**src/design/tpg_pkg.sv**
```systemverilog
// Package for the test-page port and probe control block
// Summary of operation
// - Reorder bit maps probe bus D4,D3,D2,D6,D5,D0,D1
// - Bit 6 starts 9-stage sequence generator
// - Bit 5 starts 15-stage sequence generator
// - Sequence transmits only after send command
// - Bits 4..0 select observable probe bus
// - Handshake enable low disables handshake lines
// - Enable bits 6..0 drive matching data pins
// - Pin enables act only with serial host
// - SPI or handshake UART limits pins D0..D4
// - Port I/O enable bit activates general I/O with serial host
// - Value bits drive pins whose enable set
// - Read returns live pins when I/O enabled
// - Secure clock on D1 removes D1 from I/O
// - Probe status reads selected probe bus
// - Pin enable at 33h, resets 80h
// - Pin value at 34h, resets 00h
// - Test select at 32h, resets 00h
// - Secure clock bit outputs secure clock on D1 with serial host
package tpg_pkg;
    localparam logic [5:0] TPG_ADDR_TEST_SEL   = 6'h32;
    localparam logic [5:0] TPG_ADDR_PIN_EN     = 6'h33;
    localparam logic [5:0] TPG_ADDR_PIN_VAL    = 6'h34;
    localparam logic [5:0] TPG_ADDR_PROBE_STAT = 6'h35;
    localparam logic [7:0] TPG_RST_TEST_SEL    = 8'h00;
    localparam logic [7:0] TPG_RST_PIN_EN      = 8'h80;
    localparam logic [7:0] TPG_RST_PIN_VAL     = 8'h00;
    localparam int         TPG_BIT_REORDER     = 7;
    localparam int         TPG_BIT_PRBS9       = 6;
    localparam int         TPG_BIT_PRBS15      = 5;
    localparam int         TPG_BIT_HS_EN       = 7;
    localparam int         TPG_BIT_IO_EN       = 7;
    localparam int         TPG_PROBE_SEL_W     = 5;
    localparam logic [8:0]  TPG_PRBS9_SEED     = 9'h1FF;
    localparam logic [14:0] TPG_PRBS15_SEED    = 15'h7FFF;

    typedef enum logic [1:0] {
        TPG_HOST_PARALLEL,
        TPG_HOST_SPI,
        TPG_HOST_UART,
        TPG_HOST_I2C
    } tpg_host_t;

    typedef enum {
        TPG_SEQ_IDLE,
        TPG_SEQ_ARMED,
        TPG_SEQ_SEND
    } tpg_seq_t;

    typedef struct packed {
        logic [5:0] addr;
        logic [7:0] wdata;
        logic       wr;
        logic       rd;
    } tpg_bus_req_t;

    typedef struct packed {
        logic [6:0] d_out;
        logic [6:0] d_oe;
    } tpg_pins_t;

    typedef struct packed {
        logic [7:0]     test_sel;
        logic [7:0]     pin_en;
        logic [7:0]     pin_val;
        logic [7:0]     rdata;
        tpg_pins_t      pins;
        logic           hs_lines_en;
        logic [8:0]     lfsr9;
        logic [14:0]    lfsr15;
        tpg_seq_t       seq;
        logic           tx_bit;
        logic           tx_valid;
    } tpg_state_t;
endpackage : tpg_pkg

```
**src/design/tpg_port_ctrl.sv**
```systemverilog
// Test-page control: probe mapping, sequence generators, general port I/O
module tpg_port_ctrl
    import tpg_pkg::*;
#(
    parameter int NUM_PROBES = 32
) (
    input  wire logic                 ref_clk,        // 250 MHz clock
    input  wire logic                 sys_rst,        // Synchronous reset, high
    input  wire tpg_bus_req_t         bus_req,        // Register access request
    output logic [7:0]                rdata,          // Read data, cycle after read
    input  wire logic [NUM_PROBES*8-1:0] probe_buses, // All internal probe buses
    input  wire tpg_host_t            host_if,        // Active host interface
    input  wire logic                 secure_clock_on_pin1, // Secure clock to D1
    input  wire logic                 secure_clk,     // Secure-module clock level
    input  wire logic                 send_cmd,       // Send command pulse
    input  wire logic                 tx_stop,        // Transmit end / mode abort
    input  wire logic [6:0]           d_in,           // Data pin levels
    output logic [6:0]                d_out,          // Data pin drive levels
    output logic [6:0]                d_oe,           // Data pin output enables
    output logic                      uart_hs_en,     // Handshake lines enabled
    output logic                      tx_bit,         // Sequence transmit bit
    output logic                      tx_valid        // Sequence transmit active
);

    tpg_state_t q;
    tpg_state_t next_q;

    function automatic logic [7:0] probe_pick(input logic [NUM_PROBES*8-1:0] buses, input logic [4:0] sel);
        logic [7:0] r;
        r = 8'h00;
        if (int'(sel) < NUM_PROBES) begin
            r = buses[int'(sel)*8 +: 8];
        end
        return r;
    endfunction : probe_pick

    logic [7:0] probe_now;
    logic       serial_host;
    logic [6:0] usable;
    logic [6:0] mapped;
    logic       io_on;

    always_comb begin
        probe_now   = probe_pick(probe_buses, q.test_sel[TPG_PROBE_SEL_W-1:0]);
        serial_host = (host_if != TPG_HOST_PARALLEL);
        usable      = 7'h7F;
        if (host_if == TPG_HOST_SPI || (host_if == TPG_HOST_UART && q.pin_en[TPG_BIT_HS_EN])) begin
            usable = 7'h1F;
        end
        if (secure_clock_on_pin1) begin
            usable[1] = 1'b0;
        end
        io_on = serial_host && q.pin_val[TPG_BIT_IO_EN];
        // Probe bits 0 to 6 land on D4, D3, D2, D6, D5, D0, D1 in that order
        if (q.test_sel[TPG_BIT_REORDER]) begin
            mapped = {probe_now[3], probe_now[4], probe_now[0], probe_now[1],
                      probe_now[2], probe_now[6], probe_now[5]};
        end else begin
            mapped = probe_now[6:0];
        end
    end

    always_comb begin
        next_q = q;
        next_q.rdata = 8'h00;
        if (bus_req.wr) begin
            unique case (bus_req.addr)
                TPG_ADDR_TEST_SEL: next_q.test_sel = bus_req.wdata;
                TPG_ADDR_PIN_EN:   next_q.pin_en   = bus_req.wdata;
                TPG_ADDR_PIN_VAL:  next_q.pin_val  = bus_req.wdata;
                default: ;
            endcase
        end
        if (bus_req.rd) begin
            unique case (bus_req.addr)
                TPG_ADDR_TEST_SEL:   next_q.rdata = q.test_sel;
                TPG_ADDR_PIN_EN:     next_q.rdata = q.pin_en;
                TPG_ADDR_PIN_VAL:    next_q.rdata = io_on ? {q.pin_val[TPG_BIT_IO_EN], d_in} : q.pin_val;
                TPG_ADDR_PROBE_STAT: next_q.rdata = probe_now;
                default:             next_q.rdata = 8'h00;
            endcase
        end
        next_q.hs_lines_en = q.pin_en[TPG_BIT_HS_EN];
        // Pin drivers: general I/O first, probe mapping when I/O is off
        next_q.pins.d_oe  = 7'h00;
        next_q.pins.d_out = 7'h00;
        if (serial_host) begin
            next_q.pins.d_oe  = q.pin_en[6:0] & usable;
            next_q.pins.d_out = io_on ? q.pin_val[6:0] : mapped;
        end
        if (secure_clock_on_pin1 && serial_host) begin
            next_q.pins.d_oe[1]  = 1'b1;
            next_q.pins.d_out[1] = secure_clk;
        end
        // Generators hold the seed while idle or armed so a send always starts from the seed state
        next_q.lfsr9  = {q.lfsr9[7:0], q.lfsr9[8] ^ q.lfsr9[4]};
        next_q.lfsr15 = {q.lfsr15[13:0], q.lfsr15[14] ^ q.lfsr15[13]};
        next_q.tx_bit   = 1'b0;
        next_q.tx_valid = 1'b0;
        unique case (q.seq)
            TPG_SEQ_IDLE: begin
                next_q.lfsr9  = TPG_PRBS9_SEED;
                next_q.lfsr15 = TPG_PRBS15_SEED;
                if (q.test_sel[TPG_BIT_PRBS9] || q.test_sel[TPG_BIT_PRBS15]) begin
                    next_q.seq = TPG_SEQ_ARMED;
                end
            end
            TPG_SEQ_ARMED: begin
                next_q.lfsr9  = TPG_PRBS9_SEED;
                next_q.lfsr15 = TPG_PRBS15_SEED;
                if (!(q.test_sel[TPG_BIT_PRBS9] || q.test_sel[TPG_BIT_PRBS15])) begin
                    next_q.seq = TPG_SEQ_IDLE;
                end else if (send_cmd) begin
                    next_q.seq = TPG_SEQ_SEND;
                end
            end
            TPG_SEQ_SEND: begin
                next_q.tx_valid = 1'b1;
                next_q.tx_bit   = q.test_sel[TPG_BIT_PRBS9] ? q.lfsr9[8] : q.lfsr15[14];
                if (tx_stop || !(q.test_sel[TPG_BIT_PRBS9] || q.test_sel[TPG_BIT_PRBS15])) begin
                    next_q.seq      = TPG_SEQ_IDLE;
                    next_q.tx_valid = 1'b0;
                end
            end
        endcase
    end

    always_ff @(posedge ref_clk) begin
        if (sys_rst) begin
            q          <= '0;
            q.test_sel <= TPG_RST_TEST_SEL;
            q.pin_en   <= TPG_RST_PIN_EN;
            q.pin_val  <= TPG_RST_PIN_VAL;
            q.hs_lines_en <= 1'b1;
            q.lfsr9    <= TPG_PRBS9_SEED;
            q.lfsr15   <= TPG_PRBS15_SEED;
            q.seq      <= TPG_SEQ_IDLE;
        end else begin
            q <= next_q;
        end
    end

    assign rdata      = q.rdata;
    assign d_out      = q.pins.d_out;
    assign d_oe       = q.pins.d_oe;
    assign uart_hs_en = q.hs_lines_en;
    assign tx_bit     = q.tx_bit;
    assign tx_valid   = q.tx_valid;

endmodule : tpg_port_ctrl

```
**config.mk**
```make
export PLATFORM = sky130hd
export DESIGN_NAME = tpg_port_ctrl
export DESIGN_NICKNAME = d
export VERILOG_FILES = /design/src/design/tpg_pkg.sv /design/src/design/tpg_port_ctrl.sv
export SDC_FILE = /design/constraint.sdc
export NUM_CORES = 1
export LEC_CHECK = 0
export ABC_AREA = 1
export BUFFER_PORTS_ARGS = -buffer_cell sky130_fd_sc_hd__buf_4
export CORE_MARGIN = 5
export CORE_UTILIZATION = 45
export DETAILED_ROUTE_END_ITERATION = 10
export GPL_TIMING_DRIVEN = 0
export HOLD_SLACK_MARGIN = 0.02
export MAX_ROUTING_LAYER = met4
export PLACE_DENSITY = 0.91
export SYNTH_ARGS = -nofsm -noshare
export SYNTH_HDL_FRONTEND = slang
export SYNTH_SLANG_ARGS = --single-unit
```
**constraint.sdc**
```tcl
create_clock -name ref_clk -period 1.97 [get_ports ref_clk]
set_input_delay 0.394 -clock ref_clk [delete_from_list [all_inputs] [get_ports ref_clk]]
set_output_delay 0.394 -clock ref_clk [all_outputs]
set_load 0.1 [all_outputs]
```
==> results.sh, run 1 <==
export IMPL_syn_num_nets=1216
export IMPL_yosysTopAreaCellShare_pct=27.21
export IMPL_cts_tree="built"
export IMPL_end_kind="flop"
export IMPL_wl_per_cell_um=17.37
export IMPL_ios=312
export IMPL_core_area_um2=12010
export IMPL_max_stage_delay_ns=0.48
export IMPL_rows=40
export IMPL_required_ns=2.19
export IMPL_peakVddDrop_mv=0.6186
export IMPL_crit_path_top_delay_cell="buf_1"
export IMPL_p_leak_nw=4.280
export IMPL_grt_overflow_total=0
export IMPL_postRouteAntennaNets=0
export IMPL_die_w_um=120.7
export IMPL_finalCriticalPeriod_ns=1.861
export IMPL_synth_area_per_cell_um2=5.959
export IMPL_crit_chain="buf_2 -> inv_4 -> buf_1 -> o221ai_1 -> nand3_1 -> nand3_1 -> nand3_2 -> a21oi_2"
export IMPL_syn2layout_area_growth_pct=51.11
export IMPL_fin_ws_ns=0.1093
export IMPL_first_pass_iters=5
export IMPL_power_density_nw_per_um2=476.7
export IMPL_clkTransAtPathRegs_ns=0.06
export IMPL_synth_seq_cells=75
export IMPL_drc_errors=0
export IMPL_status="completed"
export IMPL_yosysSeqAreaShare_pct=27.21
export IMPL_async_flop_share_pct=0
export IMPL_grt_pass1_wl_mm=36.16
export IMPL_diodes=0
export IMPL_cts_root_buffer="clkbuf_16"
export IMPL_htree_levels=3
export IMPL_synth_edf_count=0
export IMPL_hpwl_mm=19.53
export IMPL_drt_wl_total_mm=24.30
export IMPL_initial_utilization_pct=45.94
export IMPL_layout_drive_gt1_share_pct=32.43
export IMPL_dp_worst_setup_slack_ns=-0.04319
export IMPL_finalHoldViolCount=0
export IMPL_drt_vias_per_instance=5.444
export IMPL_tns_ns=0
export IMPL_grtUsageTotal_pct=32.24
export IMPL_synth_area_um2=5518
export IMPL_worst_pin_slew_ns=0.7214
export IMPL_die_height_um=120.7
export IMPL_post_synth_num_cell_types=29
export IMPL_yosys_area_top_type="dfxtp_1"
export IMPL_crit_top_cell="nand3_1"
export IMPL_power_total_mw=3.975
export IMPL_max_slew_margin_pct=51.73
export IMPL_vias=7616
export IMPL_grt_use_met1_pct=39.12
export IMPL_drtIter0Drc=763
export IMPL_use_met3_pct=5.987
export IMPL_synth_warnings=0
export IMPL_antenna_found_initial=0
export IMPL_yosys_top_cells_area="dfxtp_1, nand2_1, nand3_1, o21ai_0, inv_1"
export IMPL_fin_worst_skew_ns=0.004724
export IMPL_slew_viol_final=0
export IMPL_gp_congestion=0.9847
export IMPL_synth_main_ff_cell="dfxtp_1"
export IMPL_max_freq_ghz=0.5374
export IMPL_cts_sinks=75
export IMPL_cp_arrival_ns=2.08
export IMPL_fin_nets=1537
export IMPL_worstSetupStartpointType="flop"
export IMPL_first_global_vias=7019
export IMPL_ff2ff_path_depth=8
export IMPL_syn_inst=926
export IMPL_worstPathMaxFanout=10
export IMPL_cap_violations=0
export IMPL_crit_type="flop to flop"
export IMPL_numCtsBuffers=9
export IMPL_synthMostInstantiatedCell="nand2_1"
export IMPL_fin_crit_sh_pct=94.45
export IMPL_cts_buffer_depth=2
export IMPL_setup_violations=0
export IMPL_hp_class="primary input to flop"
export IMPL_fillers=1121
export IMPL_grt_start_max_net_pins=15
export IMPL_io_buffers=310
export IMPL_met2_usage_pct=54.98
export IMPL_synthTopCellsByCount="nand2_1, nand3_1, dfxtp_1"
export IMPL_busiest_layer="met2"
export IMPL_placed_cell_area_um2=8029
export IMPL_final_core_utilization_pct=69.42
export IMPL_whs_path_depth=2
export IMPL_clock_latency_ns=0.33
export IMPL_finish_instance_area_um2=8338
export IMPL_dieArea_um2=14580
## critical path: cells and delay by family (launching register included)
| kind | cells | cell delay [ns] |
|---|---|---|
| DFF | 1 | 0.29 |
| and+or+nand+nor | 3 | 0.36 |
| buffers and inverters | 3 | 0.78 |
| AOI/OAI and AO/OA | 2 | 0.31 |
## what timing repair did
action	4_1_cts	5_1_grt
gates resized for setup	1	20
hold buffers	0	0
endpoints found under the setup margin	3	28
setup buffers	0	0
## cells in the final DEF (no fill, tap or decap), types with 3 or more instances in the layout
master and instances:
nand2_1 299, a21oi_1 33, buf_2 18, nor3_1 3, o22ai_1 16, o221ai_1 8
dfxtp_1 74, a31oi_1 5, o211ai_1 7, clkbuf_1 11, o21ai_0 57, clkinv_4 3
inv_1 63, nand3_1 194, ha_1 3, clkbuf_4 4, buf_6 17, clkbuf_16 9
o21ai_1 3, clkbuf_2 5, buf_4 337, nor2_1 59
## logic make-up after synthesis
group / Yosys count / synth area share (%)
AO/OA/AOI/OAI: 134 / 13.79
XOR/XNOR: 2 / 0.3175
adder cells (fa/ha/maj): 3 / 0.6803
buffers and inverters: 152 / 15.08
flip-flops: 75 / 27.21
AND/OR/NAND/NOR: 560 / 42.93
## power by group
part / switching (mW) / internal [mW]
sequential: 0.00815 / 1.54
combinational: 0.426 / 0.509
clock: 0.636 / 0.857
total: 1.07 / 2.91
## layout make-up
type / count / area, µm² / area share, %
Multi-Input combinational cell: 699 / 3189 / 38.25
Timing Repair Buffer: 310 / 2327 / 27.91
Sequential cell: 75 / 1503 / 18.02
Buffer: 85 / 603.1 / 7.233
Inverter: 67 / 254.0 / 3.046
Clock buffer: 9 / 225.2 / 2.701
Tap cell: 147 / 183.9 / 2.206
Clock inverter: 7 / 52.55 / 0.6303
## stage by stage
step | hold WS (ns) | cells
after floorplan | 0.3878 | 926
after global placement | 0.3925 | 1383
after detailed placement | 0.3963 | 1383
after CTS | 0.2442 | 1399
after global routing | 0.2462 | 1399
final | 0.2528 | 1399
## worst paths after layout
path,startpoint,to,slack (ns)
min reg2reg,q[46],q[47],0.41
max,q[99],rdata[2],0.11
min,tx_stop,tx_valid,0.25
max reg2reg,q[99],rdata[2],0.11
## per-layer routing
layer,wire length (µm),share of wire (%),up-vias
li1,-,-,3680
met1,9567,39,3434
met2,11700,48,434
met3,2286,9.4,68
met4,745,3.1,0
met5,0,0,-
## registers in the layout (all words and copies together), names as in the netlist
| signal | flops |
|---|---|
| tx_valid | 1 |
| d_out | 7 |
| uart_hs_en | 1 |
| tx_bit | 1 |
| next_q | 1 |
| q | 49 |
| rdata | 8 |
| d_oe | 7 |
Note: power is estimated with default switching activity, not from simulation.
==> run 2: changes to the inputs <==
--- a/config.mk
+++ b/config.mk
@@ -7,13 +7,15 @@
 export LEC_CHECK = 0
 export ABC_AREA = 1
 export BUFFER_PORTS_ARGS = -buffer_cell sky130_fd_sc_hd__buf_4
+export CELL_PAD_IN_SITES_DETAIL_PLACEMENT = 0
+export CELL_PAD_IN_SITES_GLOBAL_PLACEMENT = 1
 export CORE_MARGIN = 5
-export CORE_UTILIZATION = 45
+export CORE_UTILIZATION = 29
 export DETAILED_ROUTE_END_ITERATION = 10
 export GPL_TIMING_DRIVEN = 0
 export HOLD_SLACK_MARGIN = 0.02
 export MAX_ROUTING_LAYER = met4
-export PLACE_DENSITY = 0.91
+export PLACE_DENSITY = 0.92
 export SYNTH_ARGS = -nofsm -noshare
 export SYNTH_HDL_FRONTEND = slang
 export SYNTH_SLANG_ARGS = --single-unit
==> run 2 against run 1 <==
Compared with the run above: count of clock-buffer cells in the layout stayed put; fmax is 2.1% higher; total power is 6.5% higher; critical path depth is 3 higher; worst setup slack better by 0.039 ns; flip-flop and latch count stayed put; design area is 2.5% higher; sequential power hardly changed; largest power group is now clock.
==> results.sh, run 2 (synthesized netlist as in run 1, its figures left out) <==
export IMPL_worst_pin_slew_ns=0.6910
export IMPL_die_w_um=147.9
export IMPL_finalHoldViolCount=0
export IMPL_cts_root_buffer="clkbuf_16"
export IMPL_clkTransAtPathRegs_ns=0.06
export IMPL_r2r_end="d_out[1]"
export IMPL_rrSetupSlack_ns=0.15
export IMPL_antenna_found_initial=0
export IMPL_power_density_nw_per_um2=495.3
export IMPL_crit_buf_inv=3
export IMPL_crit_type="flop to flop"
export IMPL_layout_drive_gt1_share_pct=33.25
export IMPL_status="completed"
export IMPL_power_total_mw=4.233
export IMPL_cts_sinks=75
export IMPL_reg2reg_from="q[99]"
export IMPL_largest_reg_flops=49
export IMPL_hpwl_mm=20.90
export IMPL_fin_worst_skew_ns=0.008241
export IMPL_cts_buffer_depth=2
export IMPL_die_height_um=147.9
export IMPL_ff2ff_path_depth=11
export IMPL_cap_violations=0
export IMPL_htree_levels=3
export IMPL_ios=312
export IMPL_required_ns=2.18
export IMPL_worstSetupStartpointType="flop"
export IMPL_rsz0062_at_grt="no"
export IMPL_worstPathMaxFanout=10
export IMPL_layout_commonest_cell="buf_4"
export IMPL_end_kind="flop"
export IMPL_max_freq_ghz=0.5488
export IMPL_crit_start="q[99]"
export IMPL_finalCriticalPeriod_ns=1.822
export IMPL_final_cell_mix="buf_4, nand2_1, nand3_1"
export IMPL_io_buffers=310
export IMPL_syn2layout_area_growth_pct=54.88
export IMPL_diodes=0
export IMPL_grt_overflow_total=0
export IMPL_rows=50
export IMPL_first_global_vias=7284
export IMPL_p_leak_nw=4.321
export IMPL_place_inst=1470
export IMPL_numCtsBuffers=9
export IMPL_cp_top_family="simple AND/OR/NAND/NOR gates"
export IMPL_postRouteAntennaNets=0
export IMPL_fin_crit_sh_pct=92.49
export IMPL_cts_tree="built"
export IMPL_core_area_um2=18710
export IMPL_hp_class="primary input to flop"
export IMPL_first_pass_iters=5
export IMPL_max_stage_delay_ns=0.30
export IMPL_cp_arrival_ns=2.03
export IMPL_clock_latency_ns=0.34
export IMPL_gp_congestion=0.9519
export IMPL_drt_vias_per_instance=4.916
export IMPL_whs_path_depth=2
export IMPL_vias=7301
export IMPL_cp_depth=11
export IMPL_setup_violations=0
export IMPL_grtUsageTotal_pct=22.80
export IMPL_wl_per_cell_um=17.26
export IMPL_crit_top_cell="nand3_1"
export IMPL_max_slew_margin_pct=53.76
export IMPL_initial_utilization_pct=29.50
export IMPL_slew_viol_final=0
export IMPL_drc_errors=0
export IMPL_whs_endpoint="tx_valid"
export IMPL_grt_pass1_wl_mm=38.65
export IMPL_drt_wl_total_mm=25.63
export IMPL_fin_cells=1485
export IMPL_crit_chain="clkbuf_4 -> clkinv_4 -> buf_2 -> nand3_1 -> nand2_1 -> nand2_1 -> nand3_1 -> nand3_1 -> nand3_1 -> nand2_1 -> a21oi_2"
export IMPL_postCtsSetupBuffers=0
export IMPL_crit_path_top_delay_cell="dfxtp_1"
export IMPL_dieArea_um2=21880
export IMPL_registers_top_by_ff_count="q"
export IMPL_min_from="tx_stop"
export IMPL_drtIter0Drc=388
export IMPL_fin_nets=1536
export IMPL_grt_start_max_net_pins=14
export IMPL_peakVddDrop_mv=0.5744
-- run 2: cell count changes in the layout (fill, tap and decap cells not counted), sizes merged --
cell / change
clkbuf: +1
clkinv: -2
buf: -2
bufinv: +2
-- run 2: layer usage --
layer  vias up  track usage, %  share of wire (%)
met5         -               -                  0
met3        51           4.445                7.7
li1       3671               -                  -
met1      3282           27.78                 42
met2       297           38.59                 48
met4         0           6.374                2.6
-- run 2: repair_timing --
action	in CTS	in global routing
pin swaps	0	0
resized for setup	5	33
hold buffers	0	0
setup endpoints to repair	11	14
-- run 2: stage by stage --
stage                     TNS (ns)  utilization (%)  area [µm²]  hold WS (ns)  setup WS, ns
after floorplan                  0                -        5518        0.3878        0.4439
after detailed placement    -1.979            43.51        8138        0.3939       -0.1753
after global placement      -1.710            43.51        8138        0.3917       -0.1721
final                            0            45.69        8546        0.2449        0.1479
after global routing             0            45.69        8546        0.2397      0.007102
after CTS                        0            45.25        8464        0.2350      0.003646
-- run 2: layout make-up --
| class | count | area (µm²) |
|---|---|---|
| Fill cell | 2036 | 10160 |
| Buffer | 84 | 618.1 |
| Clock buffer | 9 | 225.2 |
| Clock inverter | 7 | 91.34 |
| Inverter | 67 | 256.5 |
| Multi-Input combinational cell | 699 | 3229 |
| Tap cell | 234 | 292.8 |
| Timing Repair Buffer | 310 | 2327 |
| Sequential cell | 75 | 1505 |
-- run 2: how the worst max path moves through the flow --
stage	to
2_1_floorplan	q[95]
3_3_place_gp	d_out[5]
3_5_place_dp	d_out[5]
4_1_cts	d_out[3]
5_1_grt	d_out[2]
6_report	d_out[1]
-- run 2: power breakdown --
part	internal (mW)	total (mW)	switching, mW	leakage, nW
clock	1.11	1.75	0.644	0.156
sequential	1.54	1.55	0.00848	0.608
combinational	0.510	0.937	0.427	3.56
-- run 2: worst register-to-register path, stage by stage, from the launching register on --
cell and delay, ns:
dfxtp_1 0.30, clkbuf_4 0.22, clkinv_4 0.12, buf_2 0.22, nand3_1 0.13, nand2_1 0.07, nand2_1 0.07, nand3_1 0.14
nand3_1 0.12, nand3_1 0.12, nand2_1 0.13, a21oi_2 0.05
==> run 3: changes to the inputs <==
--- a/config.mk
+++ b/config.mk
@@ -5,17 +5,17 @@
 export SDC_FILE = /design/constraint.sdc
 export NUM_CORES = 1
 export LEC_CHECK = 0
-export ABC_AREA = 1
 export BUFFER_PORTS_ARGS = -buffer_cell sky130_fd_sc_hd__buf_4
 export CELL_PAD_IN_SITES_DETAIL_PLACEMENT = 0
 export CELL_PAD_IN_SITES_GLOBAL_PLACEMENT = 1
 export CORE_MARGIN = 5
-export CORE_UTILIZATION = 29
+export CORE_UTILIZATION = 31
+export CTS_CLUSTER_SIZE = 24
 export DETAILED_ROUTE_END_ITERATION = 10
 export GPL_TIMING_DRIVEN = 0
 export HOLD_SLACK_MARGIN = 0.02
 export MAX_ROUTING_LAYER = met4
-export PLACE_DENSITY = 0.92
+export PLACE_DENSITY = 0.9
 export SYNTH_ARGS = -nofsm -noshare
 export SYNTH_HDL_FRONTEND = slang
 export SYNTH_SLANG_ARGS = --single-unit
==> run 3 against run 2 <==
Compared with the run above: the run now ends with setup timing left; area after synthesis is 11% lower; utilization is 6.0 points higher; design area is 5.1% lower.
==> results.sh, run 3 <==
export IMPL_dieArea_um2=18460
export IMPL_fillers=1470
export IMPL_seqCellArea_um2=1506
export IMPL_violations="setup timing"
export IMPL_clock_latency_ns=0.33
export IMPL_max_freq_ghz=0.4199
export IMPL_cts_root_buffer="clkbuf_16"
export IMPL_drtIter0Drc=321
export IMPL_async_flop_share_pct=0
export IMPL_core_area_um2=15710
export IMPL_p_leak_nw=3.263
export IMPL_postRouteAntennaNets=0
export IMPL_numCtsBuffers=9
export IMPL_power_total_mw=3.962
export IMPL_layout_drive_gt1_share_pct=61.86
export IMPL_max_slew_margin_pct=10.51
export IMPL_hpwl_mm=17.44
export IMPL_grt_start_max_net_pins=16
export IMPL_rsz0062_at_grt="yes"
export IMPL_clkTransAtPathRegs_ns=0.06
export IMPL_crit_type="flop to flop"
export IMPL_syn_num_nets=721
export IMPL_placed_cell_area_um2=7574
export IMPL_drc_errors=0
export IMPL_cts_hold_buf=0
export IMPL_syn2layout_area_growth_pct=65.22
export IMPL_dp_worst_setup_slack_ns=-0.8328
export IMPL_synth_area_per_cell_um2=11.39
export IMPL_finish_instance_area_um2=8114
export IMPL_layout_commonest_cell="buf_4"
export IMPL_worstSetupStartpointType="flop"
export IMPL_cts_sinks=75
export IMPL_power_density_nw_per_um2=488.2
export IMPL_end_kind="flop"
export IMPL_first_global_vias=5295
export IMPL_ios=312
export IMPL_gp_congestion=0.8790
export IMPL_final_core_utilization_pct=51.64
export IMPL_cts_buffer_depth=2
export IMPL_synthMostInstantiatedCell="mux4_2"
export IMPL_setup_violations=31
export IMPL_finalHoldViolCount=0
export IMPL_synth_area_um2=4911
export IMPL_hp_class="primary input to flop"
export IMPL_first_pass_iters=5
export IMPL_grt_pass1_wl_mm=30.33
export IMPL_fin_ws_ns=-0.4118
export IMPL_drt_wl_total_mm=20.67
export IMPL_initial_utilization_pct=31.25
export IMPL_largest_reg_flops=49
export IMPL_die_height_um=135.9
export IMPL_status="complete, but fails checks"
export IMPL_synth_warnings=0
export IMPL_synth_seq_cells=75
export IMPL_cap_violations=0
export IMPL_fin_nets=1048
export IMPL_registers_top_by_ff_count="q"
export IMPL_cp_arrival_ns=2.60
export IMPL_peakVddDrop_mv=0.3307
export IMPL_yosys_top_cells_area="mux4_2, dfxtp_1, buf_4, a21oi_1, nand2_1"
export IMPL_antenna_found_initial=4
export IMPL_synthTopCellsByCount="mux4_2, dfxtp_1, nand2_1"
export IMPL_post_synth_num_cell_types=40
export IMPL_vias=5017
export IMPL_rows=46
export IMPL_holdWs_ns=0.3032
export IMPL_final_cell_mix="buf_4, mux4_2, dfxtp_1"
export IMPL_cts_tree="built"
export IMPL_yosysSeqAreaShare_pct=30.57
export IMPL_syn_inst=431
export IMPL_crit_chain="buf_12 -> buf_12 -> mux4_2 -> mux4_2 -> mux2i_4 -> nor2_2 -> o31a_1"
export IMPL_multiInputGateArea_um2=3178
export IMPL_fin_worst_skew_ns=0.006017
export IMPL_htree_levels=3
export IMPL_grt_overflow_total=0
export IMPL_worst_pin_slew_ns=1.324
export IMPL_die_w_um=135.9
export IMPL_crit_path_top_delay_cell="mux4_2"
export IMPL_fin_crit_sh_pct=120.9
export IMPL_required_ns=2.18
export IMPL_worstPathMaxFanout=6
export IMPL_grtUsageTotal_pct=22.63
export IMPL_wl_per_cell_um=21.03
export IMPL_synth_edf_count=0
export IMPL_finalCriticalPeriod_ns=2.382
export IMPL_slew_viol_final=0
export IMPL_max_stage_delay_ns=0.55
export IMPL_synth_main_ff_cell="dfxtp_1"
export IMPL_drt_vias_per_instance=5.104
export IMPL_io_buffers=309
export IMPL_yosys_area_top_type="mux4_2"
export IMPL_yosysTopAreaCellShare_pct=36.69
run 3: cell count changes in the layout (fill, tap and decap cells not counted), moves of 16 or more:
cell / previous run / this run
nand2_1: 299 / 44
nand3_1: 186 / 24
mux4_2: 0 / 80
inv_1: 63 / 6
o21ai_0: 57 / 8
nor2_1: 59 / 11
nand2b_1: 0 / 23
o22ai_1: 16 / 0
run 3: what timing repair did:
item                                   CTS  global route
endpoints found under the hold margin    0             0
resized for setup                       33             5
setup buffers                            4             3
pin swaps                                1             2
gates cloned                             1             0
setup endpoints to repair               32            55
run 3: cell families after synthesis:
| kind of cell | synth area share, % |
|---|---|
| mux | 38.75 |
| flops | 30.57 |
| buf+inv | 7.083 |
| compound gates | 8.866 |
| simple gates | 13.43 |
| fa+ha+maj | 0.7644 |
| xor+xnor | 0.5351 |
run 3: worst paths after layout:
path,startpoint,endpoint,slack [ns],cells past startpoint
setup / recovery,q[98],rdata[0],-0.41,7
setup reg to reg,q[98],rdata[0],-0.41,7
hold / removal,secure_clock_on_pin1,d_oe[1],0.30,2
hold reg to reg,q[35],q[36],0.40,1
run 3: layer usage:
| layer | vias up | GRT usage, % | wire length (µm) |
|---|---|---|---|
| li1 | 2297 | - | - |
| met4 | 0 | 5.431 | 430 |
| met1 | 2411 | 27.35 | 8379 |
| met3 | 38 | 7.513 | 1824 |
| met2 | 271 | 36.86 | 10040 |
| met5 | - | - | 0 |
run 3: metrics by stage:
step	instances	TNS [ns]
finish	983	-8.028
global route	983	-11.21
floorplan	431	-1.418
CTS	976	-7.072
detailed placement	956	-20.53
global placement	956	-19.71
run 3: power breakdown:
part	leakage (nW)	total (mW)	internal [mW]	switching [mW]
registers	0.608	1.54	1.53	0.00801
clock network	0.136	1.55	0.876	0.674
logic	2.52	0.871	0.550	0.321
total	3.26	3.96	2.96	1.00
run 3: worst max-delay path: cells and delay by family (launching register included):
kind            cells  cell delay (ns)
simple gates        1             0.06
buf+inv             2             0.27
flops               1             0.38
mux                 3             1.31
compound gates      1             0.25
run 3: layout make-up:
cell class	count	share of cell area, %
multi-input combinational	294	39.17
antenna	4	0.1234
clock buffer	9	2.776
buffer	55	5.351
inverter	6	0.2776
timing repair buffer	317	29.67
tap	216	3.331
sequential	75	18.57
clock inverter	7	0.7402
